$ cat src/rtl/sync_param_pkg.sv
// Purpose: constants for the subordinate-cycle synchronisation parameter bank
// Assumes: 32-bit register port, byte addresses, one word per register
// Notes:   input-side registers sit at the output-side offset plus 0x40
package sync_param_pkg;
  // ********************************************************
  // register word offsets (low six address bits; the interrupt pair as full eight-bit addresses)
  // ********************************************************
  localparam logic [5:0] OFS_SYNC_TYPE   = 6'h00;
  localparam logic [5:0] OFS_CYCLE_TIME  = 6'h04;
  localparam logic [5:0] OFS_SHIFT_TIME  = 6'h08;
  localparam logic [5:0] OFS_CAPS        = 6'h0C;
  localparam logic [5:0] OFS_MIN_CYCLE   = 6'h10;
  localparam logic [5:0] OFS_CALC_COPY   = 6'h14;
  localparam logic [5:0] OFS_MEASURE     = 6'h18;
  localparam logic [5:0] OFS_DELAY       = 6'h1C;
  localparam logic [5:0] OFS_PRIM_PERIOD = 6'h20;
  localparam logic [5:0] OFS_CNT_BASE    = 6'h24;
  localparam logic [5:0] OFS_SYNC_ERR    = 6'h34;
  localparam logic [7:0] OFS_IRQ_STATUS  = 8'h80;
  localparam logic [7:0] OFS_IRQ_MASK    = 8'h84;
  localparam int         ADDR_SIDE_BIT   = 6;
  // ********************************************************
  // fixed codes and field positions
  // ********************************************************
  localparam logic [15:0] OUT_SYNC_CODE  = 16'h0003;
  localparam logic [15:0] IN_SYNC_CODE   = 16'h0001;
  localparam logic [1:0]  CAP_SUBORD     = 2'b10;
  localparam logic [1:0]  CAP_NO_SHIFT   = 2'b00;
  localparam logic [1:0]  CAP_TMR_SHIFT  = 2'b01;
  localparam int          CAP_DC_LSB     = 2;
  localparam int          CAP_SHIFT_LSB  = 4;
  localparam int          MEAS_EN_BIT    = 0;
  // ********************************************************
  // counter and interrupt layout
  // ********************************************************
  localparam int          N_CNT          = 4;
  localparam int          CNT_TOO_SMALL  = 0;
  localparam int          CNT_MISSED     = 1;
  localparam int          CNT_SHORT      = 2;
  localparam int          CNT_TOGGLE     = 3;
  // ********************************************************
  // reset values and timing
  // ********************************************************
  localparam logic [31:0] RST_WORD       = 32'h0000_0000;
  localparam logic [15:0] RST_HALF       = 16'h0000;
  localparam logic [3:0]  RST_IRQ        = 4'h0;
  localparam int          CLK_PERIOD_NS  = 4;
endpackage

$ cat src/rtl/dc_subordinate_cycle_sync.sv
// Purpose: synchronisation parameter bank and pulse timing for a slave
//          whose local cycle runs faster than the bus cycle
// Assumes: sync pulse pins are asynchronous; status inputs are on i_core_clk
// Notes:   input-side words mirror output-side words where shared
//
// The address map and the plain strobed port were left to the implementer.
`timescale 1ns/1ps
module dc_subordinate_cycle_sync #(
  parameter bit          P_OUT_SHIFT   = 1'b1,          // output shift by timer offered
  parameter bit          P_IN_SHIFT    = 1'b1,          // input shift by timer offered
  parameter bit          P_VAR_CYCLE   = 1'b1,          // measure entry present
  parameter bit          P_ERR_CNT     = 1'b1,          // missed/short counters present
  parameter logic [31:0] P_MIN_CYCLE   = 32'h0000_0000, // least local cycle, ns
  parameter logic [31:0] P_CALC_COPY   = 32'h0000_0000, // calc and copy time, ns
  parameter logic [31:0] P_DELAY       = 32'h0000_0000  // hardware delay time, ns
) (
  input  wire logic        i_core_clk,
  input  wire logic        i_srst,
  input  wire logic        i_clk_en,
  input  wire logic        i_primary_sync_pulse,
  input  wire logic        i_secondary_sync_pulse,
  input  wire logic [31:0] i_secondary_cycle_time,
  input  wire logic [31:0] i_primary_pulse_period,
  input  wire logic [31:0] i_in_shift_time,
  input  wire logic        i_sm_event,
  input  wire logic        i_app_busy,
  input  wire logic        i_toggle_fail,
  input  wire logic [7:0]  i_addr,
  input  wire logic [31:0] i_wdata,
  input  wire logic        i_wr,
  input  wire logic        i_rd,
  output logic      [31:0] o_rdata,
  output logic             o_local_cycle_start,
  output logic             o_outputs_apply,
  output logic             o_inputs_latch,
  output logic             o_irq
);
  // ********************************************************
  // pin synchronisers
  // ********************************************************
  logic [1:0] pin_raw;                 // both pulse pins
  logic [1:0] sy1_q, sy2_q, sy3_q;     // three-stage chains
  logic [1:0] lvl_q, lvl_d;            // agreed level
  logic [1:0] rise;                    // rising edge of agreed level

  assign pin_raw = {i_secondary_sync_pulse, i_primary_sync_pulse};

  genvar gp;
  generate
    for (gp = 0; gp < 2; gp++) begin : g_pin
      // next agreed level only when stages two and three match
      always_comb begin
        lvl_d[gp] = lvl_q[gp];
        if (sy2_q[gp] == sy3_q[gp]) begin
          lvl_d[gp] = sy3_q[gp];
        end
      end
      // register the chain and the agreed level
      always_ff @(posedge i_core_clk) begin
        if (i_srst) begin
          sy1_q[gp] <= 1'b0;
          sy2_q[gp] <= 1'b0;
          sy3_q[gp] <= 1'b0;
          lvl_q[gp] <= 1'b0;
        end else if (i_clk_en) begin
          sy1_q[gp] <= pin_raw[gp];
          sy2_q[gp] <= sy1_q[gp];
          sy3_q[gp] <= sy2_q[gp];
          lvl_q[gp] <= lvl_d[gp];
        end
      end
      assign rise[gp] = lvl_d[gp] & ~lvl_q[gp];
    end
  endgenerate

  logic prim_edge;                     // primary pulse event
  logic sec_edge;                      // secondary pulse event
  assign prim_edge = rise[0];
  assign sec_edge  = rise[1];

  // ********************************************************
  // register port decode
  // ********************************************************
  logic       side_in;                 // input-side object addressed
  logic [5:0] word;                    // offset within object
  logic       bank_hit;                // address inside either object
  assign side_in  = i_addr[sync_param_pkg::ADDR_SIDE_BIT];
  assign word     = i_addr[5:0];
  assign bank_hit = (i_addr[7] == 1'b0);

  logic wr_out;                        // write to output-side object
  assign wr_out = i_wr & bank_hit & ~side_in;

  // ********************************************************
  // configuration registers
  // ********************************************************
  logic [31:0] cyc_q, cyc_d;           // secondary pulse interval, ns
  logic [31:0] shift_q, shift_d;       // output shift time, ns
  logic [15:0] meas_q, meas_d;         // measure control word
  logic [31:0] per_q, per_d;           // cycles since last secondary pulse
  logic [3:0]  mask_q, mask_d;         // interrupt mask

  // next values of the configuration group
  always_comb begin
    cyc_d   = cyc_q;
    shift_d = shift_q;
    meas_d  = meas_q;
    mask_d  = mask_q;
    per_d   = (per_q == 32'hFFFF_FFFF) ? per_q : per_q + 32'h0000_0001;
    if (sec_edge) begin
      per_d = 32'h0000_0001;
      // interval from measurement or from the controller pair
      if (P_VAR_CYCLE && meas_q[sync_param_pkg::MEAS_EN_BIT]) begin
        cyc_d = per_q * 32'(sync_param_pkg::CLK_PERIOD_NS);
      end else begin
        cyc_d = i_secondary_cycle_time;
      end
    end
    if (wr_out && word == sync_param_pkg::OFS_CYCLE_TIME) begin
      cyc_d = i_wdata; // application copy
    end
    if (wr_out && word == sync_param_pkg::OFS_SHIFT_TIME) begin
      shift_d = i_wdata;
    end
    // measure entry shared by both objects, absent without variable cycle
    if (P_VAR_CYCLE && i_wr && bank_hit && word == sync_param_pkg::OFS_MEASURE) begin
      meas_d = i_wdata[15:0];
    end
    if (i_wr && i_addr == sync_param_pkg::OFS_IRQ_MASK) begin
      mask_d = i_wdata[3:0];
    end
  end

  // register the configuration group
  always_ff @(posedge i_core_clk) begin
    if (i_srst) begin
      cyc_q   <= sync_param_pkg::RST_WORD;
      shift_q <= sync_param_pkg::RST_WORD;
      meas_q  <= sync_param_pkg::RST_HALF;
      per_q   <= sync_param_pkg::RST_WORD;
      mask_q  <= sync_param_pkg::RST_IRQ;
    end else if (i_clk_en) begin
      cyc_q   <= cyc_d;
      shift_q <= shift_d;
      meas_q  <= meas_d;
      per_q   <= per_d;
      mask_q  <= mask_d;
    end
  end

  // ********************************************************
  // shift timers for outputs (0) and inputs (1)
  // ********************************************************
  logic [31:0] sh_ns [2];              // shift time per side, ns
  logic [1:0]  sh_on;                  // shift by timer offered
  logic [31:0] tmr_q [2];              // remaining cycles
  logic [31:0] tmr_d [2];
  logic [1:0]  busy_q, busy_d;         // timer running
  logic [1:0]  fire;                   // apply or latch this cycle
  logic [1:0]  short_ev;               // pulse came while still shifting

  assign sh_ns[0] = shift_q;
  assign sh_ns[1] = i_in_shift_time;
  assign sh_on    = {P_IN_SHIFT, P_OUT_SHIFT};

  genvar gs;
  generate
    for (gs = 0; gs < 2; gs++) begin : g_shift
      logic [31:0] load;               // shift in cycles, rounded up
      assign load = (sh_ns[gs] + 32'(sync_param_pkg::CLK_PERIOD_NS - 1))
                    / 32'(sync_param_pkg::CLK_PERIOD_NS);
      // instant only moves by the shift timer after a secondary pulse
      always_comb begin
        tmr_d[gs]    = tmr_q[gs];
        busy_d[gs]   = busy_q[gs];
        fire[gs]     = 1'b0;
        short_ev[gs] = 1'b0;
        if (busy_q[gs]) begin
          if (tmr_q[gs] <= 32'h0000_0001) begin
            fire[gs]   = 1'b1;
            busy_d[gs] = 1'b0;
          end else begin
            tmr_d[gs] = tmr_q[gs] - 32'h0000_0001;
          end
        end
        if (sec_edge) begin
          // previous shift still open: too short, restart
          short_ev[gs] = busy_q[gs] & ~fire[gs];
          if (!sh_on[gs] || load == 32'h0000_0000) begin
            fire[gs]   = 1'b1;
            busy_d[gs] = 1'b0;
          end else begin
            tmr_d[gs]  = load;
            busy_d[gs] = 1'b1;
          end
        end
      end
      // register the timer
      always_ff @(posedge i_core_clk) begin
        if (i_srst) begin
          tmr_q[gs]  <= sync_param_pkg::RST_WORD;
          busy_q[gs] <= 1'b0;
        end else if (i_clk_en) begin
          tmr_q[gs]  <= tmr_d[gs];
          busy_q[gs] <= busy_d[gs];
        end
      end
    end
  endgenerate

  // ********************************************************
  // error events and counters
  // ********************************************************
  // number of error counters, fixed by the status layout
  localparam int N = sync_param_pkg::N_CNT;
  logic        sm_seen_q, sm_seen_d;   // sync manager event since last pulse
  logic [N-1:0] ev;                    // one error event per counter
  logic [15:0]  cnt_q [N];             // error counters
  logic [15:0]  cnt_d [N];
  logic         err_q, err_d;          // sync error flag

  // local cycle too small: new primary pulse while application busy
  assign ev[sync_param_pkg::CNT_TOO_SMALL] = prim_edge & i_app_busy;
  assign ev[sync_param_pkg::CNT_MISSED]    = P_ERR_CNT & sec_edge
                                             & ~(sm_seen_q | i_sm_event);
  assign ev[sync_param_pkg::CNT_SHORT]     = P_ERR_CNT & (|short_ev);
  assign ev[sync_param_pkg::CNT_TOGGLE]    = i_toggle_fail;

  // sync manager tracking and error flag
  always_comb begin
    sm_seen_d = sm_seen_q | i_sm_event;
    err_d     = err_q;
    if (sec_edge) begin
      sm_seen_d = 1'b0;
      err_d     = 1'b0;
    end
    // flag present only with missed/short counters
    if (ev[sync_param_pkg::CNT_MISSED] || ev[sync_param_pkg::CNT_SHORT]) begin
      err_d = 1'b1;
    end
  end

  genvar gc;
  generate
    for (gc = 0; gc < N; gc++) begin : g_cnt
      // one step per event cycle
      always_comb begin
        cnt_d[gc] = cnt_q[gc];
        if (ev[gc]) begin
          cnt_d[gc] = cnt_q[gc] + 16'h0001;
        end
      end
      always_ff @(posedge i_core_clk) begin
        if (i_srst) begin
          cnt_q[gc] <= sync_param_pkg::RST_HALF;
        end else if (i_clk_en) begin
          cnt_q[gc] <= cnt_d[gc];
        end
      end
    end
  endgenerate

  // register event tracking
  always_ff @(posedge i_core_clk) begin
    if (i_srst) begin
      sm_seen_q <= 1'b0;
      err_q     <= 1'b0;
    end else if (i_clk_en) begin
      sm_seen_q <= sm_seen_d;
      err_q     <= err_d;
    end
  end

  // ********************************************************
  // interrupt status
  // ********************************************************
  logic [3:0] st_q, st_d;              // sticky event bits
  logic       irq_d;                   // next interrupt level

  // write one to clear, a new event wins over the clear
  always_comb begin
    st_d = st_q;
    if (i_wr && i_addr == sync_param_pkg::OFS_IRQ_STATUS) begin
      st_d = st_q & ~i_wdata[3:0];
    end
    st_d  = st_d | ev;
    irq_d = |(st_d & mask_d);
  end

  // ********************************************************
  // read mux
  // ********************************************************
  logic [15:0] caps;                   // capability word of addressed side
  logic [31:0] rd_d;                   // next read data

  // read data for the addressed word, unmapped reads zero
  always_comb begin
    caps = 16'h0000;
    caps[sync_param_pkg::CAP_DC_LSB +: 2] = sync_param_pkg::CAP_SUBORD;
    if (side_in) begin
      caps[sync_param_pkg::CAP_SHIFT_LSB +: 2] = P_IN_SHIFT ?
        sync_param_pkg::CAP_TMR_SHIFT : sync_param_pkg::CAP_NO_SHIFT;
    end else begin
      caps[sync_param_pkg::CAP_SHIFT_LSB +: 2] = P_OUT_SHIFT ?
        sync_param_pkg::CAP_TMR_SHIFT : sync_param_pkg::CAP_NO_SHIFT;
    end
    rd_d = 32'h0000_0000;
    if (i_rd && bank_hit) begin
      case (word)
        sync_param_pkg::OFS_SYNC_TYPE: begin
          rd_d = side_in ? {16'h0000, sync_param_pkg::IN_SYNC_CODE}
                         : {16'h0000, sync_param_pkg::OUT_SYNC_CODE};
        end
        sync_param_pkg::OFS_CYCLE_TIME: begin
          rd_d = cyc_q; // both sides same
        end
        sync_param_pkg::OFS_SHIFT_TIME: begin
          rd_d = side_in ? i_in_shift_time : shift_q;
        end
        sync_param_pkg::OFS_CAPS: begin
          rd_d = {16'h0000, caps};
        end
        sync_param_pkg::OFS_MIN_CYCLE: begin
          rd_d = P_MIN_CYCLE;
        end
        sync_param_pkg::OFS_CALC_COPY: begin
          rd_d = P_CALC_COPY;
        end
        sync_param_pkg::OFS_MEASURE: begin
          rd_d = P_VAR_CYCLE ? {16'h0000, meas_q} : 32'h0000_0000;
        end
        sync_param_pkg::OFS_DELAY: begin
          rd_d = P_DELAY;
        end
        sync_param_pkg::OFS_PRIM_PERIOD: begin
          rd_d = i_primary_pulse_period;
        end
        sync_param_pkg::OFS_SYNC_ERR: begin
          rd_d = {31'h0000_0000, err_q & P_ERR_CNT};
        end
        default: begin
          // counters, one word each, shared by both sides
          if (word >= sync_param_pkg::OFS_CNT_BASE && word < sync_param_pkg::OFS_SYNC_ERR) begin
            rd_d = {16'h0000, cnt_q[word[3:2] - 2'd1]};
          end
        end
      endcase
    end else if (i_rd && i_addr == sync_param_pkg::OFS_IRQ_STATUS) begin
      rd_d = {28'h000_0000, st_q};
    end else if (i_rd && i_addr == sync_param_pkg::OFS_IRQ_MASK) begin
      rd_d = {28'h000_0000, mask_q};
    end
  end

  // ********************************************************
  // output registers
  // ********************************************************
  always_ff @(posedge i_core_clk) begin
    if (i_srst) begin
      st_q                <= sync_param_pkg::RST_IRQ;
      o_irq               <= 1'b0;
      o_rdata             <= sync_param_pkg::RST_WORD;
      o_local_cycle_start <= 1'b0;
      o_outputs_apply     <= 1'b0;
      o_inputs_latch      <= 1'b0;
    end else if (i_clk_en) begin
      st_q                <= st_d;
      o_irq               <= irq_d;
      o_rdata             <= rd_d;
      o_local_cycle_start <= prim_edge;
      o_outputs_apply     <= fire[0];
      o_inputs_latch      <= fire[1];
    end
  end
endmodule

$ cat config.mk
export PLATFORM = sky130hd
export DESIGN_NAME = dc_subordinate_cycle_sync
export DESIGN_NICKNAME = d
export VERILOG_FILES = /design/src/rtl/sync_param_pkg.sv /design/src/rtl/dc_subordinate_cycle_sync.sv
export SDC_FILE = /design/constraint.sdc
export NUM_CORES = 1
export LEC_CHECK = 0
export BUFFER_PORTS_ARGS = -buffer_cell sky130_fd_sc_hd__buf_2
export CAP_MARGIN = 5
export CORE_ASPECT_RATIO = 0.75
export CORE_MARGIN = 4
export CORE_UTILIZATION = 50
export DETAILED_ROUTE_END_ITERATION = 10
export PLACE_DENSITY = 0.74
export SYNTH_ARGS = -nofsm -noshare
export SYNTH_HDL_FRONTEND = slang
export SYNTH_SLANG_ARGS = --single-unit
$ cat constraint.sdc
create_clock -name i_core_clk -period 9.4 [get_ports i_core_clk]
set_input_delay 0.94 -clock i_core_clk [delete_from_list [all_inputs] [get_ports i_core_clk]]
set_output_delay 0.94 -clock i_core_clk [all_outputs]
set_load 0.01 [all_outputs]
# Word-level counts from Yosys, hierarchy flattened

Memory sizes are Yosys's and may differ from the RTL's.
Cells that the tools add are included.
Widths: inputs -> output; s select.

Register bits: 168
Bits in latches: 0
Bits in writable memories: 128
ROM bits: 0
Output and inout port bits: 36
Logic and storage cells: 164
Memories: 2

Add/sub/neg operators: 10
Multipliers: 0
Divide/modulo/power cells: 0
$lt $le $gt $ge: 4
Eq/ne operators: 15
Shifts and indexed selects: 0
Muxes and demuxes: 60
Bitwise logic cells: 26
Reduce and logical (&&, ||, !) cells: 24

Memories:

| memory | depth | width | rd ports | clocked after memory_dff | wr ports | line                             | text |
|---|---|---|---|---|---|---|---|
| cnt_q  | 4     | 16    | 5        | 0                        | 4        | dc_subordinate_cycle_sync.sv:218 | `logic [15:0] cnt_q [N];` |
| tmr_q  | 2     | 32    | 2        | 0                        | 2        | dc_subordinate_cycle_sync.sv:156 | `logic [31:0] tmr_q [2];` |

Operator list:

| kind                  | number |
|---|---|
| $mux 32               | 17 |
| $pmux 32 s8           | 1 |
| $mux 16               | 9 |
| $add 16x1->16 const B | 4 |
| $add 32x2->32 const B | 2 |
| $le 32x1->1 const B   | 2 |
| $logic_not 32->1      | 2 |
| $sub 32x1->32 const B | 2 |
| $add 32x1->32 const B | 1 |
| $eq 32x32->1 const B  | 1 |
| $mux 1                | 28 |
| $eq 6x5->1 const B    | 4 |
| $eq 8x8->1 const B    | 2 |
| $mux 4                | 4 |
| $eq 6x4->1 const B    | 2 |
| $eq 6x6->1 const B    | 2 |
| $logic_and 1x1->1     | 10 |
| $reduce_and 2->1      | 5 |
| $and 1x1->1           | 8 |
| $and 4x4->4           | 2 |
| $not 1->1             | 7 |
| $or 1x1->1            | 7 |
| $eq 6x3->1 const B    | 1 |
| $ge 6x6->1 const B    | 1 |
| other kinds (13)      | 15 |

# Logic depth before layout (Yosys ltp)

Gate-level depths: netlist of the first run.
An unclocked memory read counts as a cell.

Depth in word-level cells: 11
Depth in mapped cells: 12
Mapped depth without buffers: 10

# Worst setup path before layout of the first run

OpenSTA, ideal clock, no wires.

Path kind: input to register
From: input port i_addr[2]
To: register o_rdata[10]
Library setup time: 0.128 ns
Arrival: 3.620 ns
Data required time: 9.272 ns
Slack: 5.652 ns
Cell stages on the path: 9
Path buffers: 4
Cell sequence: clkbuf_1 buf_1 inv_1 ha_1 clkbuf_1 clkbuf_1 mux4_2 a21oi_1 o21ai_0

Word-level cells in the longest chain between the ends: 5
Elaborated cells between the ends (all ways): 19

RTL lines:

| item                                                     | line                             | text |
|---|---|---|
| start, declared                                          | dc_subordinate_cycle_sync.sv:28  | `input wire logic [7:0] i_addr,` |
| $sub 2x1->2 (tied with other cells)                      | dc_subordinate_cycle_sync.sv:344 | `rd_d = {16'h0000, cnt_q[word[3:2] - 2'd1]};` |
| $mem_v2 4x16 / $logic_and 1x1->1 (equally long branches) | n/a                              |  |
| $mux 16                                                  | dc_subordinate_cycle_sync.sv:343 | `if (word >= sync_param_pkg::OFS_CNT_BASE && word < sync_param_pkg::OFS_SYNC_ERR) begin` |
| $pmux 32 s8 *                                            | dc_subordinate_cycle_sync.sv:309 | `case (word)` |
| $mux 32 *                                                | dc_subordinate_cycle_sync.sv:308 | `if (i_rd && bank_hit) begin` |
| end signal, assigned                                     | dc_subordinate_cycle_sync.sv:362 | `o_rdata <= sync_param_pkg::RST_WORD;` |
| end signal, assigned                                     | dc_subordinate_cycle_sync.sv:369 | `o_rdata <= rd_d;` |
| end, declared                                            | dc_subordinate_cycle_sync.sv:32  | `output logic [31:0] o_rdata,` |

Mark *: on every way between the ends. The rest lies on a longest branch, timed or not.
A chain may end at the register's enable or synchronous reset.

==> results of run 1 <==
-- tightest hold or removal path: stages (launching register included) --
cell     delay (ps)
dfxtp_1         320
nand2_1          40
o21ai_0          50
-- path summary, 6_finish.rpt --
path / startpoint / endpoint / slack, ps / cells past startpoint
setup / recovery: shift_q[8]$_SDFFE_PP0P_ / tmr_q[0][24]$_SDFFCE_PN0P_ / 5290 / 8
hold / removal: o_rdata[11]$_SDFFE_PP0P_ / o_rdata[11]$_SDFFE_PP0P_ / 450 / 2
setup reg to reg: shift_q[8]$_SDFFE_PP0P_ / tmr_q[0][24]$_SDFFCE_PN0P_ / 5290 / 8
hold reg to reg: o_rdata[11]$_SDFFE_PP0P_ / o_rdata[11]$_SDFFE_PP0P_ / 450 / 2
-- power by group --
part | internal, mW | switching, mW
registers | 1.38 | 0.0428
logic | 0.104 | 0.183
clock network | 0.745 | 0.538
total | 2.23 | 0.764
-- synth_stat cells (5+ instances only) --
library cell,instances,area (µm²)
mux2_2,13,146
mux2i_1,97,971
ha_1,13,163
edfxtp_1,128,3840
nand2_1,253,950
buf_2,11,55.1
dfxtp_1,168,3360
xnor2_1,90,788
nor2b_1,5,31.3
nor3_1,50,250
nand4_1,33,206
and2_1,6,37.5
and3_1,31,194
or3_1,26,163
buf_1,5,18.8
nand3b_1,7,52.6
o32ai_2,5,81.3
nor4_1,32,200
o22ai_1,13,81.3
nor2_1,265,995
a21oi_1,134,671
a22oi_1,15,113
a222oi_1,16,160
o211ai_1,5,37.5
clkbuf_1,112,420
nand3_1,87,435
a211oi_1,70,526
nand2b_1,7,43.8
buf_6,6,67.6
or4_1,14,105
o21ai_0,82,410
mux4_2,16,360
o31ai_1,9,67.6
inv_1,24,90.1
a221oi_1,8,70.1
xor2_1,88,771
and4_1,14,123
-- cell type report --
class                      instances  area (µm²)
antenna                            4        10.0
clock buffer                      47         980
clock inverter                     9        87.6
fill                            3142       15000
inverter                          26        97.6
multi-input combinational       1587       10000
sequential                       296        7210
tap                              457         572
timing repair buffer             197        1030
-- sequential cells by signal, summed over array words and instances, names as in the netlist --
name,count
o_local_cycle_start,1
o_rdata,32
o_irq,1
cyc_q,32
shift_q,32
sy2_q,2
err_q,1
tmr_q,64
o_inputs_latch,1
mask_q,4
sm_seen_q,1
meas_q,16
sy1_q,2
o_outputs_apply,1
cnt_q,64
sy3_q,2
per_q,32
busy_q,2
st_q,4
lvl_q,2
-- routing by layer --
metal	vias up	wire length, µm	track usage [%]
met1	7891	25500	43.8
met2	1015	23700	41.0
li1	7629	-	-
met5	-	55	0
met4	8	1560	6.80
met3	121	6770	5.87
-- logic make-up after synthesis --
kind of cell,synth area share (%)
fa+ha+maj,0.911
compound gates,14.9
mux,8.34
flops,40.4
buf+inv,3.80
simple gates,22.8
xor+xnor,8.82
-- through the flow --
| stage | utilization, % | total power, mW | hold slack, ps | cells |
|---|---|---|---|---|
| 6_report | 57.2 | 3.00 | 449 | 2623 |
| 5_1_grt | 57.2 | 3.09 | 468 | 2621 |
| 4_1_cts | 57.2 | 3.00 | 452 | 2619 |
| 3_5_place_dp | 54.2 | 1.73 | 437 | 2563 |
| 3_3_place_gp | 54.2 | 1.72 | 433 | 2563 |
| 2_1_floorplan | - | 1.61 | 449 | 2046 |
==> flow_metrics.env, run 1 <==
export IMPL_totalWireLength_um=57600
export IMPL_rows=59
export IMPL_syn_area_mm2=0.0179
export IMPL_fin_nets=2297
export IMPL_setup_tns_ps=0
export IMPL_worstPathCellList="nand4_1 > or4_4 > xnor2_1 > a2111o_1 > nor4_1 > and3_1 > a21oi_2 > mux2_1"
export IMPL_fmax_mhz=244
export IMPL_chipHeight_um=172
export IMPL_ys_seq_area_share_pct=40.4
export IMPL_grt_ovfl_total=0
export IMPL_relSlewSlack_pct=12.9
export IMPL_cp_required_ps=9750
export IMPL_status="finished, final reports clean"
export IMPL_drive_above_1_share_pct=14.8
export IMPL_syn_avg_cell_area_um2=8.73
export IMPL_start_util_pct=51.0
export IMPL_setup_viol=0
export IMPL_fin_area_mm2=0.0200
export IMPL_cts_num_sinks=296
export IMPL_die_area_mm2=0.0388
export IMPL_dr_pass1_iters=6
export IMPL_cp_slowest_cell="and3_1"
export IMPL_synth_nets=2205
export IMPL_maxSlewViolCount=0
export IMPL_cts_tree="done"
export IMPL_worstSetupPathType="register to register"
export IMPL_p_leak_nw=7.09
export IMPL_cts_clk_slew_worst_paths_ps=70
export IMPL_layout_commonest_cell="nor2_1"
export IMPL_synthFlopType="dfxtp_1"
export IMPL_crit_buf_inv=0
export IMPL_rsz0062_at_grt="no"
export IMPL_place_ws_ps=4850
export IMPL_ios=182
export IMPL_dpl_hpwl_um=42400
export IMPL_drcViolationCount=0
export IMPL_insertion_delay_ps=600
export IMPL_end_kind="register"
export IMPL_placeableCoreArea_mm2=0.0350
export IMPL_layout_setup_ws_ps=5290
export IMPL_hold_viol_final=0
export IMPL_holdBufCountCts=0
export IMPL_cts_buffer_depth=3
export IMPL_place_area_mm2=0.0189
export IMPL_area_growth_pct=12.1
export IMPL_vias_per_cell=6.35
export IMPL_antenna_found_initial=7
export IMPL_first_global_vias=15100
export IMPL_cp_arrival_ps=4460
export IMPL_vias=16700
export IMPL_grt_max_degree=91
export IMPL_grt_use_total_pct=28.4
export IMPL_ir_worst_vdd_mv=0.155
export IMPL_path_max_fanout=17
export IMPL_root_buffer="clkbuf_16"
export IMPL_crit_path_start_kind="register"
export IMPL_cts_buffers=30
export IMPL_cp_top_family="simple AND/OR/NAND/NOR gates"
export IMPL_drtIter0Drc=2390
export IMPL_post_drt_wl_per_cell_um=21.9
export IMPL_drtAntennaViolNets=0
export IMPL_slowest_delay_ps=710
export IMPL_tightest_slew_ps=1300
export IMPL_grt_pass1_wl_um=87600
export IMPL_io_buffers=181
export IMPL_ys_ff_latch=296
export IMPL_synthDistinctLibCells=88
export IMPL_gp_congestion=0.976
export IMPL_die_w_um=226
export IMPL_fin_crit_sh_pct=43.7
export IMPL_period_minus_slack_ps=4110
export IMPL_hold_class="register to register"
export IMPL_netlist_instances=2046
export IMPL_synth_edf_count=128
export IMPL_fin_skew_ps=37.6
export IMPL_cts_resized=0
export IMPL_async_reset_ff_share_pct=0
export IMPL_power_density_mw_per_mm2=150
export IMPL_cts_max_level=1
export IMPL_drv_cap=0
export IMPL_ys_warn_count=0
export IMPL_postCtsSetupBuffers=0
export IMPL_final_cell_mix="nor2_1 (263), nand2_1 (251), buf_2 (180)"
No activity file was read; power rests on OpenSTA's default activity.
==> run 2: changes to the inputs <==
--- a/config.mk
+++ b/config.mk
@@ -5,13 +5,14 @@
 export SDC_FILE = /design/constraint.sdc
 export NUM_CORES = 1
 export LEC_CHECK = 0
+export ABC_AREA = 1
 export BUFFER_PORTS_ARGS = -buffer_cell sky130_fd_sc_hd__buf_2
 export CAP_MARGIN = 5
 export CORE_ASPECT_RATIO = 0.75
 export CORE_MARGIN = 4
 export CORE_UTILIZATION = 50
 export DETAILED_ROUTE_END_ITERATION = 10
-export PLACE_DENSITY = 0.74
+export PLACE_DENSITY = 0.77
 export SYNTH_ARGS = -nofsm -noshare
 export SYNTH_HDL_FRONTEND = slang
 export SYNTH_SLANG_ARGS = --single-unit
==> constraint.sdc (replaced) <==
create_clock -name i_core_clk -period 3.5 [get_ports i_core_clk]
set_input_delay 0.35 -clock i_core_clk [delete_from_list [all_inputs] [get_ports i_core_clk]]
set_output_delay 0.35 -clock i_core_clk [all_outputs]
set_load 0.01 [all_outputs]
==> flow_metrics.env, run 2 <==
export IMPL_status="finished, final reports clean"
export IMPL_cts_tree="done"
export IMPL_hold_class="input pin to register"
export IMPL_fin_crit_sh_pct=86.3
export IMPL_ys_ff_latch=296
export IMPL_setup_tns_ps=0
export IMPL_period_minus_slack_ps=3020
export IMPL_drtAntennaViolNets=0
export IMPL_synth_nets=3074
export IMPL_largestRegisters="cnt_q (64), tmr_q (64)"
export IMPL_cts_buffer_depth=3
export IMPL_end_kind="register"
export IMPL_hp_start="i_secondary_sync_pulse"
export IMPL_relSlewSlack_pct=25.8
export IMPL_synthTopCellsByArea="edfxtp_1 (20%), dfxtp_1 (18%), nand2_1 (15%)"
export IMPL_worstSetupPathType="register to register"
export IMPL_synthFlopType="dfxtp_1"
export IMPL_power_density_mw_per_mm2=393
export IMPL_area_growth_pct=13.4
export IMPL_dpl_hpwl_um=50100
export IMPL_grt_use_total_pct=31.4
export IMPL_ys_warn_count=0
export IMPL_synth_edf_count=128
export IMPL_syn_area_mm2=0.0191
export IMPL_reg2reg_depth=15
export IMPL_r2r_slack_ps=480
export IMPL_fmax_mhz=331
export IMPL_layout_commonest_cell="nand2_1"
export IMPL_fin_nets=3214
export IMPL_tightest_slew_ps=1110
export IMPL_root_buffer="clkbuf_16"
export IMPL_chipHeight_um=177
export IMPL_placeableCoreArea_mm2=0.0374
export IMPL_hold_end="sy1_q[1]$_SDFFE_PP0P_"
export IMPL_insertion_delay_ps=550
export IMPL_hold_path_depth=3
export IMPL_gp_congestion=0.977
export IMPL_async_reset_ff_share_pct=0
export IMPL_multi_input_area_mm2=0.0103
export IMPL_rsz0062_at_grt="no"
export IMPL_grt_max_degree=116
export IMPL_yosysMostFrequentCell="nand2_1"
export IMPL_die_area_mm2=0.0415
export IMPL_regArea_mm2=0.00721
export IMPL_path_max_fanout=58
export IMPL_dp_cells=3522
export IMPL_rows=61
export IMPL_cts_buffers=34
export IMPL_first_global_vias=18800
export IMPL_setup_viol=0
export IMPL_ys_seq_area_share_pct=37.7
export IMPL_cts_num_sinks=296
export IMPL_drcViolationCount=0
export IMPL_drv_cap=0
export IMPL_maxSlewViolCount=0
export IMPL_crit_path_start_kind="register"
export IMPL_totalWireLength_um=66400
export IMPL_final_cell_mix="nand2_1 (781), nor2_1 (455), inv_1 (309)"
export IMPL_io_buffers=181
export IMPL_synthDistinctLibCells=47
export IMPL_cts_max_level=2
export IMPL_fin_util_pct=58.0
export IMPL_yosysTopAreaCell="edfxtp_1"
export IMPL_netlist_area_leader_share_pct=20.1
export IMPL_post_drt_wl_per_cell_um=18.5
export IMPL_dr_pass1_iters=6
export IMPL_syn_avg_cell_area_um2=6.56
export IMPL_grt_pass1_wl_um=104000
export IMPL_grt_ovfl_total=0
export IMPL_cp_arrival_ps=3300
export IMPL_ir_worst_vdd_mv=0.477
export IMPL_drive_above_1_share_pct=10.0
export IMPL_fin_skew_ps=29.5
export IMPL_timing_rr_end="tmr_q[0][12]$_SDFFCE_PN0P_"
export IMPL_fill_cells=3667
export IMPL_cp_required_ps=3780
export IMPL_antenna_found_initial=10
export IMPL_hold_viol_final=0
export IMPL_p_leak_nw=9.44
export IMPL_drtIter0Drc=2952
export IMPL_final_instance_count_excl_fill=3592
export IMPL_netlist_instances=2915
export IMPL_vias=20500
export IMPL_die_w_um=234
export IMPL_start_util_pct=51.1
export IMPL_cts_clk_slew_worst_paths_ps=60
export IMPL_cts_resized=0
export IMPL_finalPower_mw=8.53
export IMPL_vias_per_cell=5.71
export IMPL_ys_top_cells_by_count="nand2_1 (781), nor2_1 (458), inv_1 (311)"
export IMPL_ios=182
export IMPL_timing_rr_start="shift_q[2]$_SDFFE_PP0P_"
==> run 2: cell types whose count changed in the layout (fill, tap and decap cells not counted), moves of 25 or more <==
cell / delta
nand3_1: +39
mux2i_1: -97
o21ai_0: +181
a31oi_1: +42
nor4_1: -26
a211oi_1: -48
xor2_1: -40
nor2_1: +192
a21oi_1: +46
inv_1: +286
or3_1: -25
xnor2_1: -76
nand2_1: +530
==> run 2: power breakdown <==
group,internal (mW),switching [mW]
combinational,0.296,0.667
clock,2.21,1.55
sequential,3.71,0.0984
total,6.22,2.31
==> run 2: cell families after synthesis <==
family	share of synthesized area [%]
simple gates	33.5
compound gates	16.3
buf+inv	8.86
flops	37.7
xor+xnor	2.84
fa+ha+maj	0.850
==> run 2: stage by stage <==
step	instance area, µm²	setup slack [ps]	hold slack (ps)
2_1_floorplan	19100	394	419
3_3_place_gp	20500	422	436
3_5_place_dp	20500	473	442
4_1_cts	21700	505	9.78
5_1_grt	21700	166	34.0
6_report	21700	479	14.2
==> run 2: cell type report <==
class | instances | area share (%)
multi-input combinational | 2188 | 47.3
inverter | 314 | 5.43
sequential | 296 | 33.2
clock buffer | 48 | 4.73
timing repair buffer | 221 | 5.69
antenna | 9 | 0.104
tap | 504 | 2.91
clock inverter | 12 | 0.617
==> run 2: what timing repair did <==
| item | CTS | global route |
|---|---|---|
| buffers inserted | 0 | 0 |
| hold endpoints to repair | 1 | 0 |
| hold buffers | 1 | 0 |
| setup endpoints to repair | 0 | 0 |
==> run 2: how the worst max path moves through the flow <==
stage                              start  cells past startpoint                          to
2_1_floorplan  tmr_q[1][0]$_SDFFCE_PN0P_                     10   cnt_q[2][0]$_SDFFCE_PN0P_
6_report         shift_q[2]$_SDFFE_PP0P_                     15  tmr_q[0][12]$_SDFFCE_PN0P_
3_5_place_dp                   i_addr[2]                     13     o_rdata[2]$_SDFFE_PP0P_
3_3_place_gp                   i_addr[2]                     13     o_rdata[2]$_SDFFE_PP0P_
5_1_grt          shift_q[3]$_SDFFE_PP0P_                     15  tmr_q[0][12]$_SDFFCE_PN0P_
4_1_cts          shift_q[2]$_SDFFE_PP0P_                     15  tmr_q[0][12]$_SDFFCE_PN0P_
==> run 2: layer usage <==
| layer | track usage (%) | routed length (µm) | vias to the layer above |
|---|---|---|---|
| met4 | 9.82 | 2260 | 2 |
| met3 | 5.23 | 6840 | 164 |
| met1 | 46.7 | 29300 | 9387 |
| li1 | - | - | 9867 |
| met5 | 0 | 13 | - |
| met2 | 46.4 | 28000 | 1098 |
==> run 2: worst max-delay path, stage by stage, from the launching register on <==
cell	delay, ps
dfxtp_1	460
nand2_1	160
nor2_4	220
nand2_1	130
nor2_2	190
nand2_1	70
nand2_1	60
nand2_1	70
nor2_1	100
nand3_1	80
nor2_1	190
nand3_2	220
nand2_4	510
nand2_1	130
nand2_1	110
nor2_1	50
